$ cat config.mk
export PLATFORM = sky130hd
export DESIGN_NAME = sbs_top
export DESIGN_NICKNAME = d
export VERILOG_FILES = /design/src/shared/sbs_pkg.sv /design/src/shared/sbs_alu_if.sv /design/src/logic/sbs_core.sv /design/src/logic/sbs_top.sv
export VERILOG_INCLUDE_DIRS = /design/src /design/src/shared
export SDC_FILE = /design/constraint.sdc
export NUM_CORES = 1
export LEC_CHECK = 0
export BUFFER_PORTS_ARGS = -buffer_cell sky130_fd_sc_hd__buf_2
export CAP_MARGIN = 20
export CORE_ASPECT_RATIO = 1.5
export CORE_UTILIZATION = 35
export CTS_CLUSTER_SIZE = 40
export DETAILED_ROUTE_END_ITERATION = 16
export SYNTH_ARGS = -nofsm -noshare
export SYNTH_HDL_FRONTEND = slang
export SYNTH_SLANG_ARGS = --single-unit
$ cat constraint.sdc
create_clock -name mclk -period 3.3 [get_ports mclk]
set_input_delay 0.33 -clock mclk [delete_from_list [all_inputs] [get_ports mclk]]
set_output_delay 0.33 -clock mclk [all_outputs]
set_load 0.05 [all_outputs]
$ cat src/shared/sbs_cfg.svh
// Constants for the signed binary subtractor block.
`ifndef SBS_CFG_SVH
`define SBS_CFG_SVH
`define SBS_OP_SUB16 12'h410
`define SBS_OP_SUB32 12'h411
`define SBS_ADDR_CTRL 12'h000
`define SBS_ADDR_MIN 12'h004
`define SBS_ADDR_SUB 12'h008
`define SBS_ADDR_RES 12'h00c
`define SBS_ADDR_FLAGS 12'h010
`define SBS_CTRL_OPC_LSB 0
`define SBS_CTRL_OPC_MSB 11
`define SBS_CTRL_GO_BIT 16
`define SBS_FLAG_ER 0
`define SBS_FLAG_EQ 1
`define SBS_FLAG_CY 2
`define SBS_FLAG_OF 3
`define SBS_FLAG_UF 4
`define SBS_FLAG_N 5
`define SBS_FLAG_BADOP 8
`define SBS_FLAG_DONE 9
`define SBS_RESET_WORD 32'h0000_0000
`define SBS_RESET_HALF 16'h0000
`define SBS_RESET_FLAGS 6'h00
`endif

$ cat src/shared/sbs_pkg.sv
// Types shared by the signed binary subtractor modules.
package sbs_pkg;
  typedef enum logic [1:0] {
    SBS_W16 = 2'b01,
    SBS_W32 = 2'b10
  } sbs_width_e;
  typedef struct packed {
    logic negative_flag;
    logic underflow_flag;
    logic overflow_flag;
    logic carry_borrow_flag;
    logic equals_flag;
    logic error_flag;
  } sbs_flags_s;
endpackage

$ cat src/shared/sbs_alu_if.sv
// Operand and result bundle between the register shell and the subtract core.
`timescale 1ns/1ps
interface sbs_alu_if;
  import sbs_pkg::*;
  logic [31:0] minuend_operand;
  logic [31:0] subtrahend_operand;
  sbs_width_e width;
  logic [31:0] difference;
  sbs_flags_s flags;
  modport shell (output minuend_operand, output subtrahend_operand, output width,
    input difference, input flags);
  modport core (input minuend_operand, input subtrahend_operand, input width,
    output difference, output flags);
endinterface

$ cat src/logic/sbs_core.sv
// Combinational signed subtract core producing difference and condition flags.
`timescale 1ns/1ps
module sbs_core
  import sbs_pkg::*;
(
  // Operand and result bundle.
  sbs_alu_if.core alu
);
  logic [32:0] wide;
  logic [16:0] narrow;
  logic sa;
  logic sb;
  logic sr;
  logic cy;
  logic [31:0] diff;
  sbs_flags_s fl;

  always_comb begin
    // Borrow is the inverted carry of a + ~b + 1.
    wide = {1'b0, alu.minuend_operand} + {1'b0, ~alu.subtrahend_operand} + 33'h0_0000_0001;
    narrow = {1'b0, alu.minuend_operand[15:0]} + {1'b0, ~alu.subtrahend_operand[15:0]}
      + 17'h0_0001;
    if (alu.width == SBS_W32) begin
      diff = wide[31:0];
      cy = ~wide[32];
      sa = alu.minuend_operand[31];
      sb = alu.subtrahend_operand[31];
      sr = wide[31];
    end else begin
      diff = {16'h0000, narrow[15:0]};
      cy = ~narrow[16];
      sa = alu.minuend_operand[15];
      sb = alu.subtrahend_operand[15];
      sr = narrow[15];
    end
    fl.error_flag = 1'b0;
    fl.equals_flag = (diff == 32'h0000_0000);
    fl.carry_borrow_flag = cy;
    fl.overflow_flag = ~sa & sb & sr;
    fl.underflow_flag = sa & ~sb & ~sr;
    fl.negative_flag = sr;
  end

  assign alu.difference = diff;
  assign alu.flags = fl;
endmodule // sbs_core

$ cat src/logic/sbs_top.sv
// APB register shell of the signed binary subtractor.
//
// Contract
// - 16-bit form writes minuend minus subtrahend
// - 32-bit form subtracts two-word operands
// - Negative results stored as two's complement
// - Equals flag set on zero difference
// - Carry flag set on borrow out
// - 16-bit overflow: positive minus negative wraps
// - 32-bit overflow: positive minus negative wraps
// - 32-bit underflow: negative minus positive wraps
// - Negative flag copies result top bit
// - Operands signed, one or two words
// - Opcode 410 selects 16, 411 selects 32
`timescale 1ns/1ps
`include "sbs_cfg.svh"
module sbs_top
  import sbs_pkg::*;
(
  // Clock and reset.
  input wire logic mclk,
  input wire logic resetn,
  // APB slave.
  input wire logic psel,
  input wire logic penable,
  input wire logic pwrite,
  input wire logic [11:0] paddr,
  input wire logic [31:0] pwdata,
  output logic [31:0] prdata,
  output logic pready,
  output logic pslverr
);
  sbs_alu_if alu ();

  // Register slots of the address map, one select bit each.
  localparam int SLOT_CTRL = 0;
  localparam int SLOT_MIN = 1;
  localparam int SLOT_SUB = 2;
  localparam int SLOT_RES = 3;
  localparam int SLOT_FLAGS = 4;
  localparam int NSLOTS = 5;
  // The double-word result is kept as two consecutive 16-bit words.
  localparam int NWORDS = 2;

  logic [31:0] min_reg;
  logic [31:0] sub_reg;
  logic [11:0] opc_reg;
  sbs_flags_s flags_reg;
  logic badop_reg;
  logic done_reg;
  wire [NWORDS*16-1:0] res_word;
  logic [NSLOTS-1:0] slot_hit;
  logic [NSLOTS-1:0] wr_stb;
  logic [11:0] wr_opcode;
  logic [1:0] wr_width;
  logic [31:0] flag_word;
  logic [31:0] prdata_next;
  logic wr_en;
  logic rd_setup;
  logic go;
  logic op_ok;
  logic exec;

  ////////////////////////////////////////////////////////////////////////////////
  // Decode helpers.

  function automatic logic [1:0] decode_op(input logic [11:0] opc);
    if (opc == `SBS_OP_SUB32) begin
      decode_op = SBS_W32;
    end else if (opc == `SBS_OP_SUB16) begin
      decode_op = SBS_W16;
    end else begin
      decode_op = 2'b00;
    end
  endfunction

  // One-hot slot select; all zero for an unmapped address.
  function automatic logic [NSLOTS-1:0] slot_of(input logic [11:0] a);
    slot_of = '0;
    case (a)
      `SBS_ADDR_CTRL: slot_of[SLOT_CTRL] = 1'b1;
      `SBS_ADDR_MIN: slot_of[SLOT_MIN] = 1'b1;
      `SBS_ADDR_SUB: slot_of[SLOT_SUB] = 1'b1;
      `SBS_ADDR_RES: slot_of[SLOT_RES] = 1'b1;
      `SBS_ADDR_FLAGS: slot_of[SLOT_FLAGS] = 1'b1;
      default: slot_of = '0;
    endcase
  endfunction

  ////////////////////////////////////////////////////////////////////////////////
  // Bus side: strobes, ready and slave error.

  assign slot_hit = slot_of(paddr);
  assign wr_en = psel & penable & pwrite;
  assign rd_setup = psel & ~penable & ~pwrite;
  // Every access completes in its first access cycle.
  assign pready = 1'b1;
  assign pslverr = psel & penable & ~(|slot_hit);
  assign wr_stb = {NSLOTS{wr_en}} & slot_hit;

  ////////////////////////////////////////////////////////////////////////////////
  // Control word: opcode field and go bit of a control write.

  assign wr_opcode = pwdata[`SBS_CTRL_OPC_MSB:`SBS_CTRL_OPC_LSB];
  assign wr_width = decode_op(wr_opcode);
  assign op_ok = (wr_width != 2'b00);
  assign go = wr_stb[SLOT_CTRL] & pwdata[`SBS_CTRL_GO_BIT];
  assign exec = go & op_ok;

  // The width comes from the opcode being written, so the subtract runs on
  // the very edge that takes the control write.
  assign alu.minuend_operand = min_reg;
  assign alu.subtrahend_operand = sub_reg;
  assign alu.width = sbs_width_e'(wr_width);

  sbs_core u_core (
    .alu(alu)
  );

  ////////////////////////////////////////////////////////////////////////////////
  // Operand registers, one bus word each for both forms.

  always_ff @(posedge mclk) begin
    if (!resetn) begin
      min_reg <= `SBS_RESET_WORD;
    end else if (wr_stb[SLOT_MIN]) begin
      min_reg <= pwdata;
    end
  end

  always_ff @(posedge mclk) begin
    if (!resetn) begin
      sub_reg <= `SBS_RESET_WORD;
    end else if (wr_stb[SLOT_SUB]) begin
      sub_reg <= pwdata;
    end
  end

  ////////////////////////////////////////////////////////////////////////////////
  // Execute: a control write with go set runs the selected subtract.
  // An unknown opcode is recorded but leaves the result and flags untouched.

  always_ff @(posedge mclk) begin
    if (!resetn) begin
      opc_reg <= 12'h000;
    end else if (go) begin
      opc_reg <= wr_opcode;
    end
  end

  always_ff @(posedge mclk) begin
    if (!resetn) begin
      badop_reg <= 1'b0;
    end else if (go) begin
      badop_reg <= ~op_ok;
    end
  end

  for (genvar w = 0; w < NWORDS; w++) begin : g_res_word
    logic [15:0] word_reg;
    always_ff @(posedge mclk) begin
      if (!resetn) begin
        word_reg <= `SBS_RESET_HALF;
      end else if (exec) begin
        word_reg <= alu.difference[16*w +: 16];
      end
    end
    assign res_word[16*w +: 16] = word_reg;
  end

  always_ff @(posedge mclk) begin
    if (!resetn) begin
      flags_reg <= `SBS_RESET_FLAGS;
    end else if (exec) begin
      flags_reg <= alu.flags;
    end
  end

  always_ff @(posedge mclk) begin
    if (!resetn) begin
      done_reg <= 1'b0;
    end else if (exec) begin
      done_reg <= 1'b1;
    end
  end

  ////////////////////////////////////////////////////////////////////////////////
  // Read data is chosen in the setup cycle and stands through the access phase.

  always_comb begin
    flag_word = 32'h0000_0000;
    flag_word[`SBS_FLAG_ER] = flags_reg.error_flag;
    flag_word[`SBS_FLAG_EQ] = flags_reg.equals_flag;
    flag_word[`SBS_FLAG_CY] = flags_reg.carry_borrow_flag;
    flag_word[`SBS_FLAG_OF] = flags_reg.overflow_flag;
    flag_word[`SBS_FLAG_UF] = flags_reg.underflow_flag;
    flag_word[`SBS_FLAG_N] = flags_reg.negative_flag;
    flag_word[`SBS_FLAG_BADOP] = badop_reg;
    flag_word[`SBS_FLAG_DONE] = done_reg;
  end

  always_comb begin
    prdata_next = prdata;
    if (rd_setup) begin
      case (paddr)
        `SBS_ADDR_CTRL: prdata_next = {20'h0_0000, opc_reg};
        `SBS_ADDR_MIN: prdata_next = min_reg;
        `SBS_ADDR_SUB: prdata_next = sub_reg;
        `SBS_ADDR_RES: prdata_next = res_word;
        `SBS_ADDR_FLAGS: prdata_next = flag_word;
        default: prdata_next = 32'h0000_0000;
      endcase
    end
  end

  always_ff @(posedge mclk) begin
    if (!resetn) begin
      prdata <= `SBS_RESET_WORD;
    end else begin
      prdata <= prdata_next;
    end
  end
endmodule // sbs_top

## After elaboration in Yosys (flattened, before gate mapping)

Cells that the tools add are included.

- Flip-flop bits (word level): 147
- Bits of input ports: 49
- Logic and storage cells: 64

- Add/subtract/negate cells: 4
- Equality and inequality tests: 7
- Muxes and demuxes: 13
- Bitwise operators: 23
- Reduce and logical (&&, ||, !) cells: 4

Operators with widths:

| operator | count |
|---|---|
| 32-bit case mux with 5 select lines | 1 |
| 32-bit by 32-bit adder with 33-bit output | 1 |
| 33-bit by 1-bit adder with 33-bit output, second input constant | 1 |
| 32-bit zero test | 1 |
| 32-bit 2-to-1 mux | 1 |
| 32-bit inverter | 1 |
| 12-bit by 11-bit equality test with 1-bit output, second input constant | 2 |
| 12-bit by 4-bit equality test with 1-bit output, second input constant | 2 |
| 16-bit by 16-bit adder with 17-bit output | 1 |
| 17-bit by 1-bit adder with 17-bit output, second input constant | 1 |
| 16-bit inverter | 1 |
| 12-bit by 3-bit equality test with 1-bit output, second input constant | 1 |
| 12-bit by 5-bit equality test with 1-bit output, second input constant | 1 |
| 12-bit zero test | 1 |
| 1-bit bitwise AND | 11 |
| 1-bit 2-to-1 mux | 10 |
| 1-bit inverter | 9 |
| 5-bit OR reduction | 1 |
| 3-bit bitwise AND | 1 |
| 2-bit equality test, second input constant | 1 |
| 2-bit 2-to-1 mux | 1 |
| 2-bit nonzero test | 1 |

## Depth between registers and ports, before layout

- Depth after elaboration: 8
- Depth in mapped cells: 13
- Mapped depth without buffers: 13

## Modules after synthesis

Synthesis repeated with hierarchy kept, for this count alone.

- Cells, all modules: 1115
- Area total of the unflattened synthesis: 8953.6 sq um

Modules (own cells, without submodules):

| module | times used | cells an instance | area each (sq um) | sequential area each (sq um) |
|---|---|---|---|---|
| sbs_top | 1 | 757 | 6596.3 | 2962.8 |
| sbs_core | 1 | 358 | 2357.3 | 0.0 |

## Worst setup path after synthesis

OpenSTA, ideal clock, no wires.

- Path type: reg-to-reg
- From: register sub_reg[2], in the netlist alu.subtrahend_operand[2]
- To: register flags_reg (netlist bit flag_word[1])
- Setup time: 60 ps
- Arrival time: 2605 ps
- Data required time: 3240 ps
- Path slack: 635 ps
- Cell stages (with the launch flop): 13
- Path buffers: 0
- Path through: dfxtp_1 -> inv_1 -> ha_1 -> nor2b_1 -> o2111a_1 -> a211oi_1 -> a21oi_1 -> nor3_1 -> nor3_1 -> or3_1 -> a311oi_1 -> nand4_1 -> nand2_1

- Longest elaborated chain between the ends: 5
- Elaborated cells between the ends (all ways): 8

Ends and longest elaborated chain:

| what | RTL line | text |
|---|---|---|
| from (decl) | sbs_top.sv:46 | `logic [31:0] sub_reg;` |
| from (signal assigned) | sbs_top.sv:133 | `` sub_reg <= `SBS_RESET_WORD; `` |
| from (signal assigned) | sbs_top.sv:135 | `sub_reg <= pwdata;` |
| 32-bit inverter / 16-bit inverter (equally long branches) | sbs_core.sv:20, sbs_core.sv:21 |  |
| 32-bit by 32-bit adder with 33-bit output / 16-bit by 16-bit adder with 17-bit output (equally long branches) | sbs_core.sv:20, sbs_core.sv:21 |  |
| 33-bit by 1-bit adder with 33-bit output / 17-bit by 1-bit adder with 17-bit output (equally long branches) | sbs_core.sv:20, sbs_core.sv:22 |  |
| 32-bit 2-to-1 mux * | sbs_core.sv:23 | `if (alu.width == SBS_W32) begin` |
| 32-bit zero test * | sbs_core.sv:37 | `fl.equals_flag = (diff == 32'h0000_0000);` |
| to (signal assigned) | sbs_top.sv:173 | `` flags_reg <= `SBS_RESET_FLAGS; `` |
| to (signal assigned) | sbs_top.sv:175 | `flags_reg <= alu.flags;` |
| to (decl) | sbs_top.sv:48 | `sbs_flags_s flags_reg;` |

Every way passes the cells marked *; elsewhere a longest branch is shown, timed or not.
A chain may end at the register's enable or synchronous reset.

## Worst setup path in the final report

- From: register sub_reg[15], in the netlist alu.subtrahend_operand[15]
- To: register g_res_word[1].word_reg[15]

- Longest elaborated chain between the ends: 4

Ends and longest elaborated chain:

| what | RTL line | text |
|---|---|---|
| 32-bit inverter | sbs_core.sv:20 | `wide = {1'b0, alu.minuend_operand} + {1'b0, ~alu.subtrahend_operand} + 33'h0_0000_0001;` |
| 32-bit by 32-bit adder with 33-bit output | sbs_core.sv:20 |  |
| 33-bit by 1-bit adder with 33-bit output | sbs_core.sv:20 |  |
| 32-bit 2-to-1 mux | sbs_core.sv:23 |  |
| to (signal assigned) | sbs_top.sv:163 | `` word_reg <= `SBS_RESET_HALF; `` |
| to (signal assigned) | sbs_top.sv:165 | `word_reg <= alu.difference[16*w +: 16];` |
| to (decl) | sbs_top.sv:160 | `logic [15:0] word_reg;` |

Every way passes these cells.

==> metrics <==
result of the run finished, final reports clean; number of enable-type register cells in the synthesized netlist 0; number of I/O port buffers 81; predominant post-synthesis flop cell dfxtp_1; Max Fanout on Critical Path 6; wire length per cell after detailed routing 17.9 um; cell area after placement 9020 um2; leakage power 3.96 nW; crit path time final 3.04 ns; TritonCTS clock tree done; overall fraction of global-route tracks in use 21.7%; maximum number of pins on one net before global-route repair 89; Worst-Skew Late Latency 0.44 ns; Final period util 92.2%; fraction of layout instances using a drive strength above 1 15.9%; cts bufs inserted 17; max-slew violations 0; switching pwr 1.03 mW; dominant cells by area after synthesis dfxtp_1, nand2_1, a21boi_0; Post-Place Setup Slack 0.0794 ns; antenna violations before repair 0; class of the worst hold path input pin to flip-flop; sequential share of power 44.6%; RSZ-0062 raised after global routing no; CTS max path bufs 2; count of routing violations after the opening detailed-route iteration 496; class of the most critical setup path flip-flop to flip-flop; Post-Layout Inst Area 9650 um2; average instance area after synthesis 7.88 um2; via count 7663; Overflow after GRT 0; nature of the critical path endpoint flip-flop; number of library cell types mapped by synthesis 59; number of ports placed on the die boundary 83; number of setup violations in the final report 0; pwr dens 418 nW/um2; vias in the first global route 7414; global-route wire length before repair 40.5 mm; internal power 3.01 mW; clock transition time at the flip-flop clock pins of the worst setup and hold paths 0.07 ns; total detailed-routing wirelength 25.7 mm; fraction of post-synthesis cell area in the top cell type by area 35.3%; fraction of synthesis flops using an asynchronous set or reset pin 0%; Starting Density 36.0%; power share of the clock group 49.6%; count of maximum capacitance violations 0; commonest cells in the netlist nand2_1, dfxtp_1, a21boi_0; number of routed nets with antenna violations 0; Detailed Place HPWL 18.4 mm; clock tree sinks 147; RD Place Congestion 0.951; FF+latch count, synth 147; Yosys warning count 0; row cnt 68; Worst-Margin Slew 0.830 ns; area of the placeable core 23100 um2; Worst Setup Slack, final 0.257 ns; combinational power share 5.8%; number of instances in the synthesized netlist 1057; H-tree depth 4; switching power share of the total 25.5%; die extent in y 191 um; Hold Violations, Final 0; mapped cell area 8330 um2; Worst setup SP type flip-flop; max_slew headroom 44.6%; Mapped Nets 1139; cell with the most instances after synthesis nand2_1; die span in x 128 um; number of nets at the end of the flow 1190; first-pass iteration count of the detailed router 8; endpoint required time on the critical path 3.63 ns; VDD IR-drop max 356 uV; hold buffer count at cts 0; Worst Clk Skew 0.00863 ns; detailed-route DRC error count 0; arrival time at the worst endpoint 3.37 ns; layout filler cell count 2405; final-layout worst hold slack 0.152 ns; clock root cell clkbuf_16; routed via count divided by cell count 5.34; cell taking the most area after synthesis dfxtp_1; achievable frequency 329 MHz; setup TNS after final layout 0 ns; die area 24400 um2; number of diodes added for antenna fixing 0; area grow syn2layout 15.9%; share of synthesized area occupied by flip-flops and latches 35.3%
## metal layers
metal,vias up,GRT usage (%),wire length [um],part of all wire [%]
met5,-,0,0,0
met4,0,11.4,1150,4.5
met3,61,3.16,847,3.3
met2,188,37.8,12800,50
met1,3591,25.6,10900,42
li1,3823,-,-,-
## what timing repair did
action,in CTS,in global routing
gates resized for setup,0,6
endpoints found under the setup margin,0,5
buffers inserted,0,1
## area by class of cell
cell class | count | area (um2) | area share (%)
clock buffers | 18 | 429 | 4.45
clock inverters | 14 | 173 | 1.79
inverters | 45 | 169 | 1.75
multi-input cells | 792 | 4960 | 51.4
flip-flops and latches | 147 | 2940 | 30.5
well taps | 315 | 394 | 4.08
repair buffers | 105 | 588 | 6.09
## power groups by stage
stage | Sequential [mW] | Combinational (mW) | Clock, mW
3_5_place_dp | 1.84 | 0.234 | 0
5_1_grt | 1.80 | 0.248 | 2.11
4_1_cts | 1.80 | 0.234 | 2.03
2_1_floorplan | 1.90 | 0.0839 | 0
6_report | 1.80 | 0.232 | 2.00
3_3_place_gp | 1.84 | 0.234 | 0
## path summary, 6_finish.rpt
path / start / to / slack [ns] / cells past startpoint
worst max-delay path: alu.subtrahend_operand[15]$_SDFFE_PN0P_ / g_res_word[1].word_reg[15]$_SDFFE_PN0P_ / 0.26 / 12
worst min-delay path: pwdata[22] / alu.subtrahend_operand[22]$_SDFFE_PN0P_ / 0.15 / 3
worst max register to register: alu.subtrahend_operand[15]$_SDFFE_PN0P_ / g_res_word[1].word_reg[15]$_SDFFE_PN0P_ / 0.26 / 12
worst min register to register: g_res_word[1].word_reg[8]$_SDFFE_PN0P_ / g_res_word[1].word_reg[8]$_SDFFE_PN0P_ / 0.46 / 2
## metrics by stage
| step | utilization [%] | total power [mW] | instances |
|---|---|---|---|
| final | 41.7 | 4.04 | 1436 |
| after global routing | 41.7 | 4.16 | 1436 |
| after CTS | 41.6 | 4.06 | 1435 |
| after detailed placement | 39.0 | 2.08 | 1403 |
| after global placement | 39.0 | 2.08 | 1403 |
| after floorplan | - | 1.99 | 1057 |
## cells in the final DEF (no fill, tap or decap), drive strengths merged, types with 15 or more instances in the layout
cell type and instances:
a21boi 86, a21oi 38, a22oi 25, and2 21
buf 105, clkbuf 18, dfxtp 147, ha 32
inv 51, mux2 29, nand2 252, nand3 20
nor2 34, o211a 26, o21ai 53, xnor2 15
## worst max-delay path: stages (launching register included)
cell       delay, ns
dfxtp_1         0.38
inv_1           0.08
ha_2            0.41
nand4_1         0.20
or2_2           0.34
a2bb2oi_1       0.15
nand3_2         0.21
nand2_1         0.10
a31oi_1         0.29
mux2i_2         0.37
buf_4           0.17
o21ai_0         0.06
and2_1          0.17
## cells by family after synthesis
kind of cell             Yosys count  synth area share (%)
XOR/XNOR                          23                  2.42
AND/OR/NAND/NOR                  397                  21.2
AO/OA/AOI/OAI                    306                  26.1
other                              1                0.0450
multiplexers                      32                  4.28
buffers and inverters            118                  5.50
flip-flops                       147                  35.3
adder cells (fa/ha/maj)           33                  5.05
Note: power is estimated with default switching activity, not from simulation.
